==> src/rtl/pcsd_defs.svh <==
// Register indices, field positions and reset values of the chip select one decoder.
//
// Overview of operation
// Select mode 00 never asserts chip select one, and 00 is the reset value of the mode field.
// Select mode 01 asserts chip select one only while the address matches and the read strobe is active.
// Select mode 10 asserts chip select one only while the address matches and the write strobe is active.
// Select mode 11 drives chip select one from the address comparison alone, regardless of strobes.
// In I/O decode the start register is the lowest matching value of address bits 7 to 0.
// In memory decode the start register is the lowest matching value of address bits 15 to 8.
// In I/O decode the stop register is the last matching value of address bits 7 to 0.
// In memory decode the stop register is the last matching value of address bits 15 to 8.
// In I/O decode address bits 15 to 8 must equal the whole upper match register.
// In memory decode address bits 19 to 16 must equal the low nibble of the upper match register.
// The start, stop and upper match registers are read/write and reset to zero.
// The memory-or-I/O select bit picks I/O decode when 0, its reset value, and memory decode when 1.
// The range comparison is inclusive of both the start and the stop value.
// I/O decode matches only I/O bus cycles and memory decode matches only memory bus cycles.
`ifndef PCSD_DEFS_SVH
`define PCSD_DEFS_SVH

// Register indices; the APB byte address is four times the index.
`define PCSD_IDX_MODE 8'h24
`define PCSD_IDX_START 8'h25
`define PCSD_IDX_STOP 8'h26
`define PCSD_IDX_UPPER 8'h27
`define PCSD_IDX_STATUS 8'h2f

// Mode register fields.
`define PCSD_MODE_LSB 0
`define PCSD_MODE_MSB 1
`define PCSD_MIOB_BIT 7

// Status register fields.
`define PCSD_STAT_CS_BIT 0
`define PCSD_STAT_MATCH_BIT 1

// Reset values.
`define PCSD_RST_MODE 2'h0
`define PCSD_RST_MIOB 1'h0
`define PCSD_RST_START 8'h00
`define PCSD_RST_STOP 8'h00
`define PCSD_RST_UPPER 8'h00

`endif

==> src/rtl/pcsd_pkg.sv <==
// Types shared by the chip select one decoder.
package pcsd_pkg;

   // Encodings of the select mode field.
   typedef enum logic [1:0]
   {
      PCSD_MODE_OFF = 2'h0,
      PCSD_MODE_RD = 2'h1,
      PCSD_MODE_WR = 2'h2,
      PCSD_MODE_ADDR = 2'h3
   } pcsd_mode_e;

   // System bus pins, strobes already turned active high.
   typedef struct packed
   {
      logic [19:0] addr;
      logic is_mem;
      logic io_rd;
      logic io_wr;
      logic mem_rd;
      logic mem_wr;
   } pcsd_bus_s;

endpackage

==> src/rtl/pcsd_sync.sv <==
// Two flip-flop synchroniser for a vector of pin inputs.
`timescale 1ns/1ns
`default_nettype none

module pcsd_sync #(
   parameter int WIDTH = 1
) (
   input wire logic clock_i,
   input wire logic reset_n_i,
   input wire logic [WIDTH-1:0] async_i,
   output logic [WIDTH-1:0] sync_o
);

   logic [WIDTH-1:0] meta_q;
   logic [WIDTH-1:0] sync_q;

   // The first stage feeds only the second stage.
   always_ff @(posedge clock_i)
   begin
      if (!reset_n_i)
      begin
         meta_q <= '0;
         sync_q <= '0;
      end
      else
      begin
         meta_q <= async_i;
         sync_q <= meta_q;
      end
   end

   assign sync_o = sync_q;

endmodule

`default_nettype wire

==> src/rtl/pcsd_range_cmp.sv <==
// Inclusive window comparator: low <= value <= high.
`timescale 1ns/1ns
`default_nettype none

module pcsd_range_cmp #(
   parameter int WIDTH = 8
) (
   input wire logic [WIDTH-1:0] value_i,
   input wire logic [WIDTH-1:0] low_i,
   input wire logic [WIDTH-1:0] high_i,
   output logic inside_o
);

   // An inverted window (low above high) matches nothing.
   assign inside_o = (value_i >= low_i) && (value_i <= high_i);

endmodule

`default_nettype wire

==> src/rtl/pcsd_top.sv <==
// Chip select one address decoder with its APB register file.
//
// Our own choice: the APB interface to the registers.
`timescale 1ns/1ns
`default_nettype none
`include "pcsd_defs.svh"

module pcsd_top #(
   parameter int ADDR_W = 12
) (
   input wire logic clock_i,
   input wire logic reset_n_i,
   input wire logic psel_i,
   input wire logic penable_i,
   input wire logic pwrite_i,
   input wire logic [ADDR_W-1:0] paddr_i,
   input wire logic [31:0] pwdata_i,
   input wire logic [3:0] pstrb_i,
   output logic [31:0] prdata_o,
   output logic pready_o,
   output logic pslverr_o,
   input wire logic [19:0] sys_addr_i,
   input wire logic sys_is_mem_i,
   input wire logic io_read_n_i,
   input wire logic io_write_n_i,
   input wire logic mem_read_n_i,
   input wire logic mem_write_n_i,
   output logic chip_select_one_n_o
);

   ////////////////////////////////////////////////////////////////////////////////
   // Registers and state.

   pcsd_pkg::pcsd_mode_e select_mode_field_q;
   logic memory_or_io_select_q;
   logic [7:0] range_start_value_q;
   logic [7:0] range_stop_value_q;
   logic [7:0] upper_match_value_q;
   logic cs_n_q;
   logic match_q;
   logic [31:0] prdata_q;
   logic pready_q;
   logic pslverr_q;

   ////////////////////////////////////////////////////////////////////////////////
   // Pin synchronisation.

   pcsd_pkg::pcsd_bus_s bus_raw;
   pcsd_pkg::pcsd_bus_s bus_s;

   // Strobes are inverted here so that the synchroniser resets to idle.
   assign bus_raw.addr = sys_addr_i;
   assign bus_raw.is_mem = sys_is_mem_i;
   assign bus_raw.io_rd = ~io_read_n_i;
   assign bus_raw.io_wr = ~io_write_n_i;
   assign bus_raw.mem_rd = ~mem_read_n_i;
   assign bus_raw.mem_wr = ~mem_write_n_i;

   pcsd_sync #(
      .WIDTH($bits(pcsd_pkg::pcsd_bus_s))
   ) u_sync (
      .clock_i(clock_i),
      .reset_n_i(reset_n_i),
      .async_i(bus_raw),
      .sync_o(bus_s)
   );

   ////////////////////////////////////////////////////////////////////////////////
   // Address decode.

   wire io_decode;
   wire [7:0] range_field;
   wire [7:0] upper_field;
   wire [7:0] upper_ref;
   wire cycle_ok;
   wire in_range;
   wire upper_eq;
   wire addr_match;
   wire rd_strobe;
   wire wr_strobe;
   wire cs_active;

   // decode type select
   assign io_decode = (memory_or_io_select_q == 1'b0);
   // window field
   assign range_field = io_decode ? bus_s.addr[7:0] : bus_s.addr[15:8];
   // upper field compare
   assign upper_field = io_decode ? bus_s.addr[15:8] : {4'h0, bus_s.addr[19:16]};
   assign upper_ref = io_decode ? upper_match_value_q : {4'h0, upper_match_value_q[3:0]};
   // cycle type qualify
   assign cycle_ok = io_decode ? ~bus_s.is_mem : bus_s.is_mem;

   // inclusive range compare
   pcsd_range_cmp #(
      .WIDTH(8)
   ) u_range (
      .value_i(range_field),
      .low_i(range_start_value_q),
      .high_i(range_stop_value_q),
      .inside_o(in_range)
   );

   // A one-value window serves as the equality test of the upper field.
   pcsd_range_cmp #(
      .WIDTH(8)
   ) u_upper (
      .value_i(upper_field),
      .low_i(upper_ref),
      .high_i(upper_ref),
      .inside_o(upper_eq)
   );

   assign addr_match = in_range && upper_eq && cycle_ok;

   // The strobe that qualifies must belong to the same cycle type as the decode.
   assign rd_strobe = io_decode ? bus_s.io_rd : bus_s.mem_rd;
   assign wr_strobe = io_decode ? bus_s.io_wr : bus_s.mem_wr;

   // mode select
   assign cs_active = (select_mode_field_q == pcsd_pkg::PCSD_MODE_RD) ? (addr_match && rd_strobe) :
                      (select_mode_field_q == pcsd_pkg::PCSD_MODE_WR) ? (addr_match && wr_strobe) :
                      (select_mode_field_q == pcsd_pkg::PCSD_MODE_ADDR) ? addr_match :
                      1'b0;

   // The chip select is registered so that the pin is glitch free; it trails the pins by three edges.
   always_ff @(posedge clock_i)
   begin
      if (!reset_n_i)
      begin
         cs_n_q <= 1'b1;
         match_q <= 1'b0;
      end
      else
      begin
         cs_n_q <= ~cs_active;
         match_q <= addr_match;
      end
   end

   ////////////////////////////////////////////////////////////////////////////////
   // APB slave.

   wire apb_setup;
   wire apb_write;
   wire addr_ok;
   wire [7:0] reg_idx;
   wire hit_mode;
   wire hit_start;
   wire hit_stop;
   wire hit_upper;
   wire hit_status;
   wire mapped;
   wire [31:0] rdata_mux;
   wire wr_low_lane;

   assign apb_setup = psel_i && !penable_i;
   // Writes land only at the completing edge of the access phase.
   assign apb_write = psel_i && penable_i && pready_q && pwrite_i;
   assign addr_ok = (paddr_i[1:0] == 2'h0) && (paddr_i[ADDR_W-1:10] == '0);
   assign reg_idx = paddr_i[9:2];
   assign hit_mode = addr_ok && (reg_idx == `PCSD_IDX_MODE);
   assign hit_start = addr_ok && (reg_idx == `PCSD_IDX_START);
   assign hit_stop = addr_ok && (reg_idx == `PCSD_IDX_STOP);
   assign hit_upper = addr_ok && (reg_idx == `PCSD_IDX_UPPER);
   assign hit_status = addr_ok && (reg_idx == `PCSD_IDX_STATUS);
   assign mapped = hit_mode || hit_start || hit_stop || hit_upper || hit_status;
   // Every register holds byte lane 0 only, so lanes 1 to 3 are ignored on write.
   assign wr_low_lane = apb_write && pstrb_i[0];

   assign rdata_mux = hit_mode ? {24'h0, memory_or_io_select_q, 5'h0, select_mode_field_q} :
                      hit_start ? {24'h0, range_start_value_q} :
                      hit_stop ? {24'h0, range_stop_value_q} :
                      hit_upper ? {24'h0, upper_match_value_q} :
                      hit_status ? {30'h0, match_q, ~cs_n_q} :
                      32'h0;

   // Zero wait states: ready is raised for the cycle that follows every setup cycle.
   always_ff @(posedge clock_i)
   begin
      if (!reset_n_i)
      begin
         pready_q <= 1'b0;
         pslverr_q <= 1'b0;
         prdata_q <= 32'h0;
      end
      else
      begin
         pready_q <= apb_setup;
         pslverr_q <= apb_setup && !mapped;
         prdata_q <= apb_setup ? rdata_mux : 32'h0;
      end
   end

   // R11 register reset and write
   always_ff @(posedge clock_i)
   begin
      if (!reset_n_i)
      begin
         select_mode_field_q <= pcsd_pkg::pcsd_mode_e'(`PCSD_RST_MODE);
         memory_or_io_select_q <= `PCSD_RST_MIOB;
         range_start_value_q <= `PCSD_RST_START;
         range_stop_value_q <= `PCSD_RST_STOP;
         upper_match_value_q <= `PCSD_RST_UPPER;
      end
      else if (wr_low_lane)
      begin
         if (hit_mode)
         begin
            select_mode_field_q <= pcsd_pkg::pcsd_mode_e'(pwdata_i[`PCSD_MODE_MSB:`PCSD_MODE_LSB]);
            memory_or_io_select_q <= pwdata_i[`PCSD_MIOB_BIT];
         end
         else if (hit_start)
            range_start_value_q <= pwdata_i[7:0];
         else if (hit_stop)
            range_stop_value_q <= pwdata_i[7:0];
         else if (hit_upper)
            upper_match_value_q <= pwdata_i[7:0];
      end
   end

   assign prdata_o = prdata_q;
   assign pready_o = pready_q;
   assign pslverr_o = pslverr_q;
   assign chip_select_one_n_o = cs_n_q;
endmodule

`default_nettype wire

==> config.mk <==
export PLATFORM = sky130hd
export DESIGN_NAME = pcsd_top
export DESIGN_NICKNAME = d
export VERILOG_FILES = /design/src/rtl/pcsd_pkg.sv /design/src/rtl/pcsd_sync.sv /design/src/rtl/pcsd_range_cmp.sv /design/src/rtl/pcsd_top.sv
export VERILOG_INCLUDE_DIRS = /design/src /design/src/rtl
export SDC_FILE = /design/constraint.sdc
export NUM_CORES = 1
export LEC_CHECK = 0
export ABC_AREA = 1
export BUFFER_PORTS_ARGS = -buffer_cell sky130_fd_sc_hd__buf_2
export CAP_MARGIN = 5
export CORE_MARGIN = 1.5
export CORE_UTILIZATION = 49
export CTS_BUF_LIST = sky130_fd_sc_hd__clkbuf_8
export DETAILED_ROUTE_END_ITERATION = 7
export PLACE_DENSITY = 0.82
export SLEW_MARGIN = 20
export SYNTH_ARGS = -nofsm -noshare
export SYNTH_HDL_FRONTEND = slang
export SYNTH_SLANG_ARGS = --single-unit
==> constraint.sdc <==
create_clock -name clock_i -period 1.7 [get_ports clock_i]
set_input_delay 0.255 -clock clock_i [delete_from_list [all_inputs] [get_ports clock_i]]
set_output_delay 0.255 -clock clock_i [all_outputs]
set_load 0.05 [all_outputs]
==> impl_metrics.ini, run 1 <==
[place]
dp_cells = 713
gp_congestion = 0.853
dpl_cell_area_um2 = 4380
hpwl_um = 6210
dp_slack_ns = 0.00837
io_buffers = 61

[floorplan]
start_util_pct = 49.9
die_w_um = 94.0
rows = 33
core_um2 = 8130
die_height_um = 94.0
io_pins = 113
fp.dieArea_um2 = 8840

[worst_setup_path]
cp-end-kind = flip-flop
start_kind = flip-flop
required_ns = 1.96
r2r_slack_ns = 0.11
r2r_end = match_q
crit_start = memory_or_io_select_q
rr_worst_depth = 10
cpPeakStageDelay_ns = 0.41
crit_family = flip-flops
path_buf_inv = 1
path_class = flip-flop to flip-flop
critical_path.slowest_cell = dfxtp_4
cpMostUsedCell = nand2_1
worstPathCellList = mux2i_4 > ha_1 > o21ai_0 > nand2_1 > nand2_1 > nand2_1 > nand2_1 > nand2_1 > inv_1 > nor2_1
path_max_fanout = 4
endpoint = match_q
cp_num_cells = 10
rr_startpoint = memory_or_io_select_q
arrival_ns = 1.85

[grt]
gr-total-overflow = 0
grt_use_total_pct = 19.9
grt_pass1_vias = 3081
grt_pass1_wl_um = 13400
grt_max_degree = 47
antenna_found_initial = 0

[clocking]
cts_made_buffers = 9
htreeDepth = 3
cts_tree = built
hold_buffers = 0
cts_root_buf = clkbuf_8
clkTransAtPathRegs_ns = 0.08
ctsLongestPathBuffers = 2
clk_latency_ns = 0.36
clock-sinks = 89

[layout]
drive_gt1_share_pct = 19.0
postLayoutCellArea_um2 = 4680
fin_util_pct = 57.5
nets = 716
insertedDiodeCount = 0
fin_cells = 731
area_growth_pct = 15.2

[detailed_routing]
totalWireLength_um = 8040
drtIter0Drc = 169
dr.pass1.iters = 5
via_count = 3401
antenna_left = 0
viasPerCell = 4.65
wl_per_cell_um = 11.0
drc = 0

[sta]
finalCritPeriodShare_pct = 93.3
fmax_mhz = 630
rsz0062_at_grt = yes
setup_ws_ns = 0.114
slew_viol_final = 0
finalHoldViolCount = 0
clock_skew_ns = 0.0113
finalCriticalPeriod_ns = 1.59
setup_viol = 0

[synthesis]
async_flop_share_pct = 0
netlist_area_um2 = 4060
synth_cells = 554
yosysWarnings = 0
seq_area_frac_synth_pct = 43.9
synth_ff_type = dfxtp_1
yosysTopAreaCell = dfxtp_1
synth_area_leaders = dfxtp_1, nand2_1, inv_1
synth_edf_count = 0
synth_top_area_share_pct = 43.9
syn_area_per_cell_um2 = 7.33
synthDistinctLibCells = 32
synth-seq-cells = 89

[power]
peakVddDrop_mv = 0.395
switching_share_pct = 24.9
total_power_mw = 4.00
p_sw_uw = 995
p_seq_share_pct = 54.0
combinationalPowerShare_pct = 10.3
pwr-share-clk_pct = 35.7
power.density_nw_per_um2 = 855
p_leak_nw = 2.47
p_int_mw = 3.00

[job]
drv_cap = 0

[status]
run_status = completed

[hold_path]
hold_path.class = input port to flip-flop
holdPathStages = 2
logic make-up (layout without fill, tap and decap cells):
group,after synthesis,count (layout),synth area share [%]
buffers and inverters,143,192,16.5
other,1,24,0.0924
adders and majority gates,16,16,4.93
and+or+nand+nor,232,232,24.8
AOI/OAI and AO/OA,72,72,9.55
DFF,89,89,43.9
muxes,1,1,0.247
cells in the mapped netlist, types with 2 or more instances:
library cell	n
a21oi_1	36
a31oi_1	5
buf_4	24
buf_6	4
clkbuf_1	9
dfxtp_1	89
ha_1	16
inv_1	101
inv_2	3
nand2_1	166
nand2_2	3
nand2_4	2
nand3_1	20
nand3_2	3
nand4_1	2
nor2_1	26
nor2_2	2
nor2_4	4
nor3_2	2
o211ai_1	4
o21a_1	2
o21ai_0	21
power groups by stage:
| stage | combinational [mW] | sequential [mW] | clock, mW |
|---|---|---|---|
| CTS | 0.401 | 2.16 | 1.45 |
| finish | 0.411 | 2.16 | 1.43 |
| global route | 0.462 | 2.16 | 1.54 |
| floorplan | 0.329 | 2.21 | 0 |
| detailed placement | 0.399 | 2.21 | 0 |
| global placement | 0.389 | 2.21 | 0 |
through the flow:
step	hold WS, ns	TNS (ns)
floorplan	0.327	0
global placement	0.395	0
detailed placement	0.397	0
CTS	0.0297	0
global route	0.0387	-0.0142
finish	0.0412	0
registers in the layout, indices dropped and copies added, names as in the netlist:
| name | cells |
|---|---|
| memory_or_io_select_q | 1 |
| select_mode_field_q | 2 |
| range_stop_value_q | 8 |
| prdata_o | 8 |
| upper_match_value_q | 8 |
| match_q | 1 |
| u_sync.meta_q | 25 |
| pready_o | 1 |
| range_start_value_q | 8 |
| pslverr_o | 1 |
| u_sync.sync_o | 25 |
| chip_select_one_n_o | 1 |
layer usage:
layer,track usage (%),wire length (um)
met5,0,0
met4,10.1,243
met3,3.56,410
met2,34.3,3930
met1,23.6,3470
layout by cell type (no fill, tap or decap), types with 3 or more instances in the layout:
cell type  instances
inv_1            103
o21ai_2            3
dfxtp_1           88
o21ai_0           17
buf_2             61
nand2_4            4
nand2_2            6
conb_1            24
buf_4              9
a21oi_1           35
nand3_2            3
nor2_2             3
a31oi_1            5
o211ai_1           4
nand2_1          161
ha_1              15
nand3_1           20
nor2_1            25
clkbuf_8          11
nor2_4             4
worst min path at each step:
stage	from	endpoint	slack (ns)
after floorplan	mem_write_n_i	u_sync.meta_q[0]	0.33
after global placement	u_sync.meta_q[19]	u_sync.sync_o[19]	0.39
after detailed placement	u_sync.meta_q[15]	u_sync.sync_o[15]	0.40
after CTS	io_write_n_i	u_sync.meta_q[2]	0.03
after global routing	mem_write_n_i	u_sync.meta_q[0]	0.04
final	io_write_n_i	u_sync.meta_q[2]	0.04
layout make-up:
class | count | area (um2)
clock buffer | 11 | 151
clock inverter | 4 | 45.0
fill | 773 | 3460
inverter | 105 | 400
multi-input combinational | 345 | 1760
sequential | 89 | 1790
tap | 105 | 131
timing repair buffer | 72 | 404
timing repair:
item | CTS | global route
setup endpoints to repair | 0 | 2
setup buffers | 0 | 3
gates resized for setup | 0 | 22
Note: power is estimated with default switching activity, not from simulation.
==> run 2: changes to the inputs <==
Settings changed: CORE_UTILIZATION 49 to 50, CTS_BUF_LIST sky130_fd_sc_hd__clkbuf_8 to not set, PLACE_DENSITY 0.82 to not set, PLACE_DENSITY_LB_ADDON set to 0.3.
Clock period 1.7 ns to 2 ns, I/O delays scaled along.
==> run 2 against run 1 <==
Wire length fell by 3.7%. Clock-buffer cell count did not move. Fmax fell by 12%. First-iteration DRC count fell by 43%. Critical path depth fell by 2. Die area fell by 1.9%. Largest power group unchanged.
==> impl_metrics.ini, run 2 (synthesis gave the netlist of run 1 again) <==
[power]
peakVddDrop_mv = 0.488
total_power_mw = 3.55
power.density_nw_per_um2 = 776
p_leak_nw = 2.43

[layout]
insertedDiodeCount = 0
final_common_cell = nand2_1
nets = 711
mostFrequentLayoutCells = nand2_1, inv_1, dfxtp_1
fill_cells = 760
fin_cells = 723
drive_gt1_share_pct = 16.7
area_growth_pct = 12.8

[job]
drv_cap = 0

[clocking]
cts_root_buf = clkbuf_8
cts_tree = built
cts_made_buffers = 9
clkTransAtPathRegs_ns = 0.09
hold_buffers = 0
htreeDepth = 3
clock-sinks = 89
ctsLongestPathBuffers = 2
postCtsSetupRepairBufs = 0
clk_latency_ns = 0.35

[sta]
slew_viol_final = 0
finalCritPeriodShare_pct = 90.3
timing.hold.ws_ns = 0.101
setup_ws_ns = 0.195
fmax_mhz = 554
setup-tns-final_ns = 0
rsz0062_at_grt = no
setup_viol = 0
clock_skew_ns = 0.00625
finalHoldViolCount = 0
finalCriticalPeriod_ns = 1.81

[floorplan]
die_w_um = 93.1
start_util_pct = 52.0
fp.dieArea_um2 = 8670
die_height_um = 93.1
rows = 32
io_pins = 113
core_um2 = 7810

[place]
gp_congestion = 0.912
hpwl_um = 6060
dp_slack_ns = 0.121
dp_cells = 708
io_buffers = 61

[grt]
grt_max_degree = 47
grt_pass1_vias = 2960
grt_use_total_pct = 19.2
antenna_found_initial = 0
grt_pass1_wl_um = 12900
gr-total-overflow = 0

[worst_setup_path]
required_ns = 2.23
path_class = flip-flop to flip-flop
path_max_fanout = 13
start_kind = flip-flop
arrival_ns = 2.03
r2r_slack_ns = 0.19
crit_start = memory_or_io_select_q
rr_startpoint = memory_or_io_select_q
cp-end-kind = flip-flop

[detailed_routing]
totalWireLength_um = 7740
drtIter0Drc = 97
drc = 0
dr.pass1.iters = 4
via_count = 3249
antenna_left = 0
viasPerCell = 4.49
wl_per_cell_um = 10.7

[hold_path]
hold_path.class = input port to flip-flop
hold_start = io_write_n_i

[status]
run_status = completed
## run 2: cell count changes in the layout (fill, tap and decap cells not counted), sizes merged
cell	delta
clkinv	+1
buf	-5
bufinv	+1
inv	-2
## run 2: final timing paths
path	endpoint	cells after the start
worst max-delay path	chip_select_one_n_o	8
worst min-delay path	u_sync.meta_q[2]	2
worst max register to register	chip_select_one_n_o	8
worst min register to register	u_sync.sync_o[3]	2
## run 2: area by class of cell
type	instances	area, um2	area share, %
Inverter	105	395	8.63
Sequential cell	89	1780	38.9
Clock buffer	11	151	3.31
Multi-Input combinational cell	345	1700	37.0
Timing Repair Buffer	67	350	7.65
Clock inverter	4	76.3	1.67
Tap cell	102	128	2.79
## run 2: metrics by stage
stage               area (um2)  utilization [%]
floorplan                 4150                -
global placement          4350             55.7
detailed placement        4350             55.7
CTS                       4580             58.6
global route              4580             58.7
finish                    4580             58.7
## run 2: layer usage
layer	global-route usage [%]	vias to the layer above	share of wire, %
met5	0	-	0
met4	7.32	0	1.3
met2	32.7	82	50
li1	-	1759	-
met1	23.0	1400	44
met3	5.12	8	4.6
## run 2: timing repair
action,in CTS,in global routing
setup endpoints to repair,0,2
hold endpoints to repair,0,0
gates resized for setup,0,2
## run 2: worst max-delay path: stages (launching register included)
cell and delay [ns]:
dfxtp_2 0.38, inv_2 0.10, o21ai_0 0.36, ha_1 0.32, a21oi_1 0.15, o21a_1 0.14, nand2_1 0.06, nand2_1 0.08
nand4_1 0.09
## run 2: power breakdown
part           leakage, nW  switching [mW]  internal (mW)
Sequential           0.729          0.0141           1.82
Combinational         1.59           0.244         0.0979
Clock                0.112           0.610          0.767
Total                 2.43           0.868           2.69
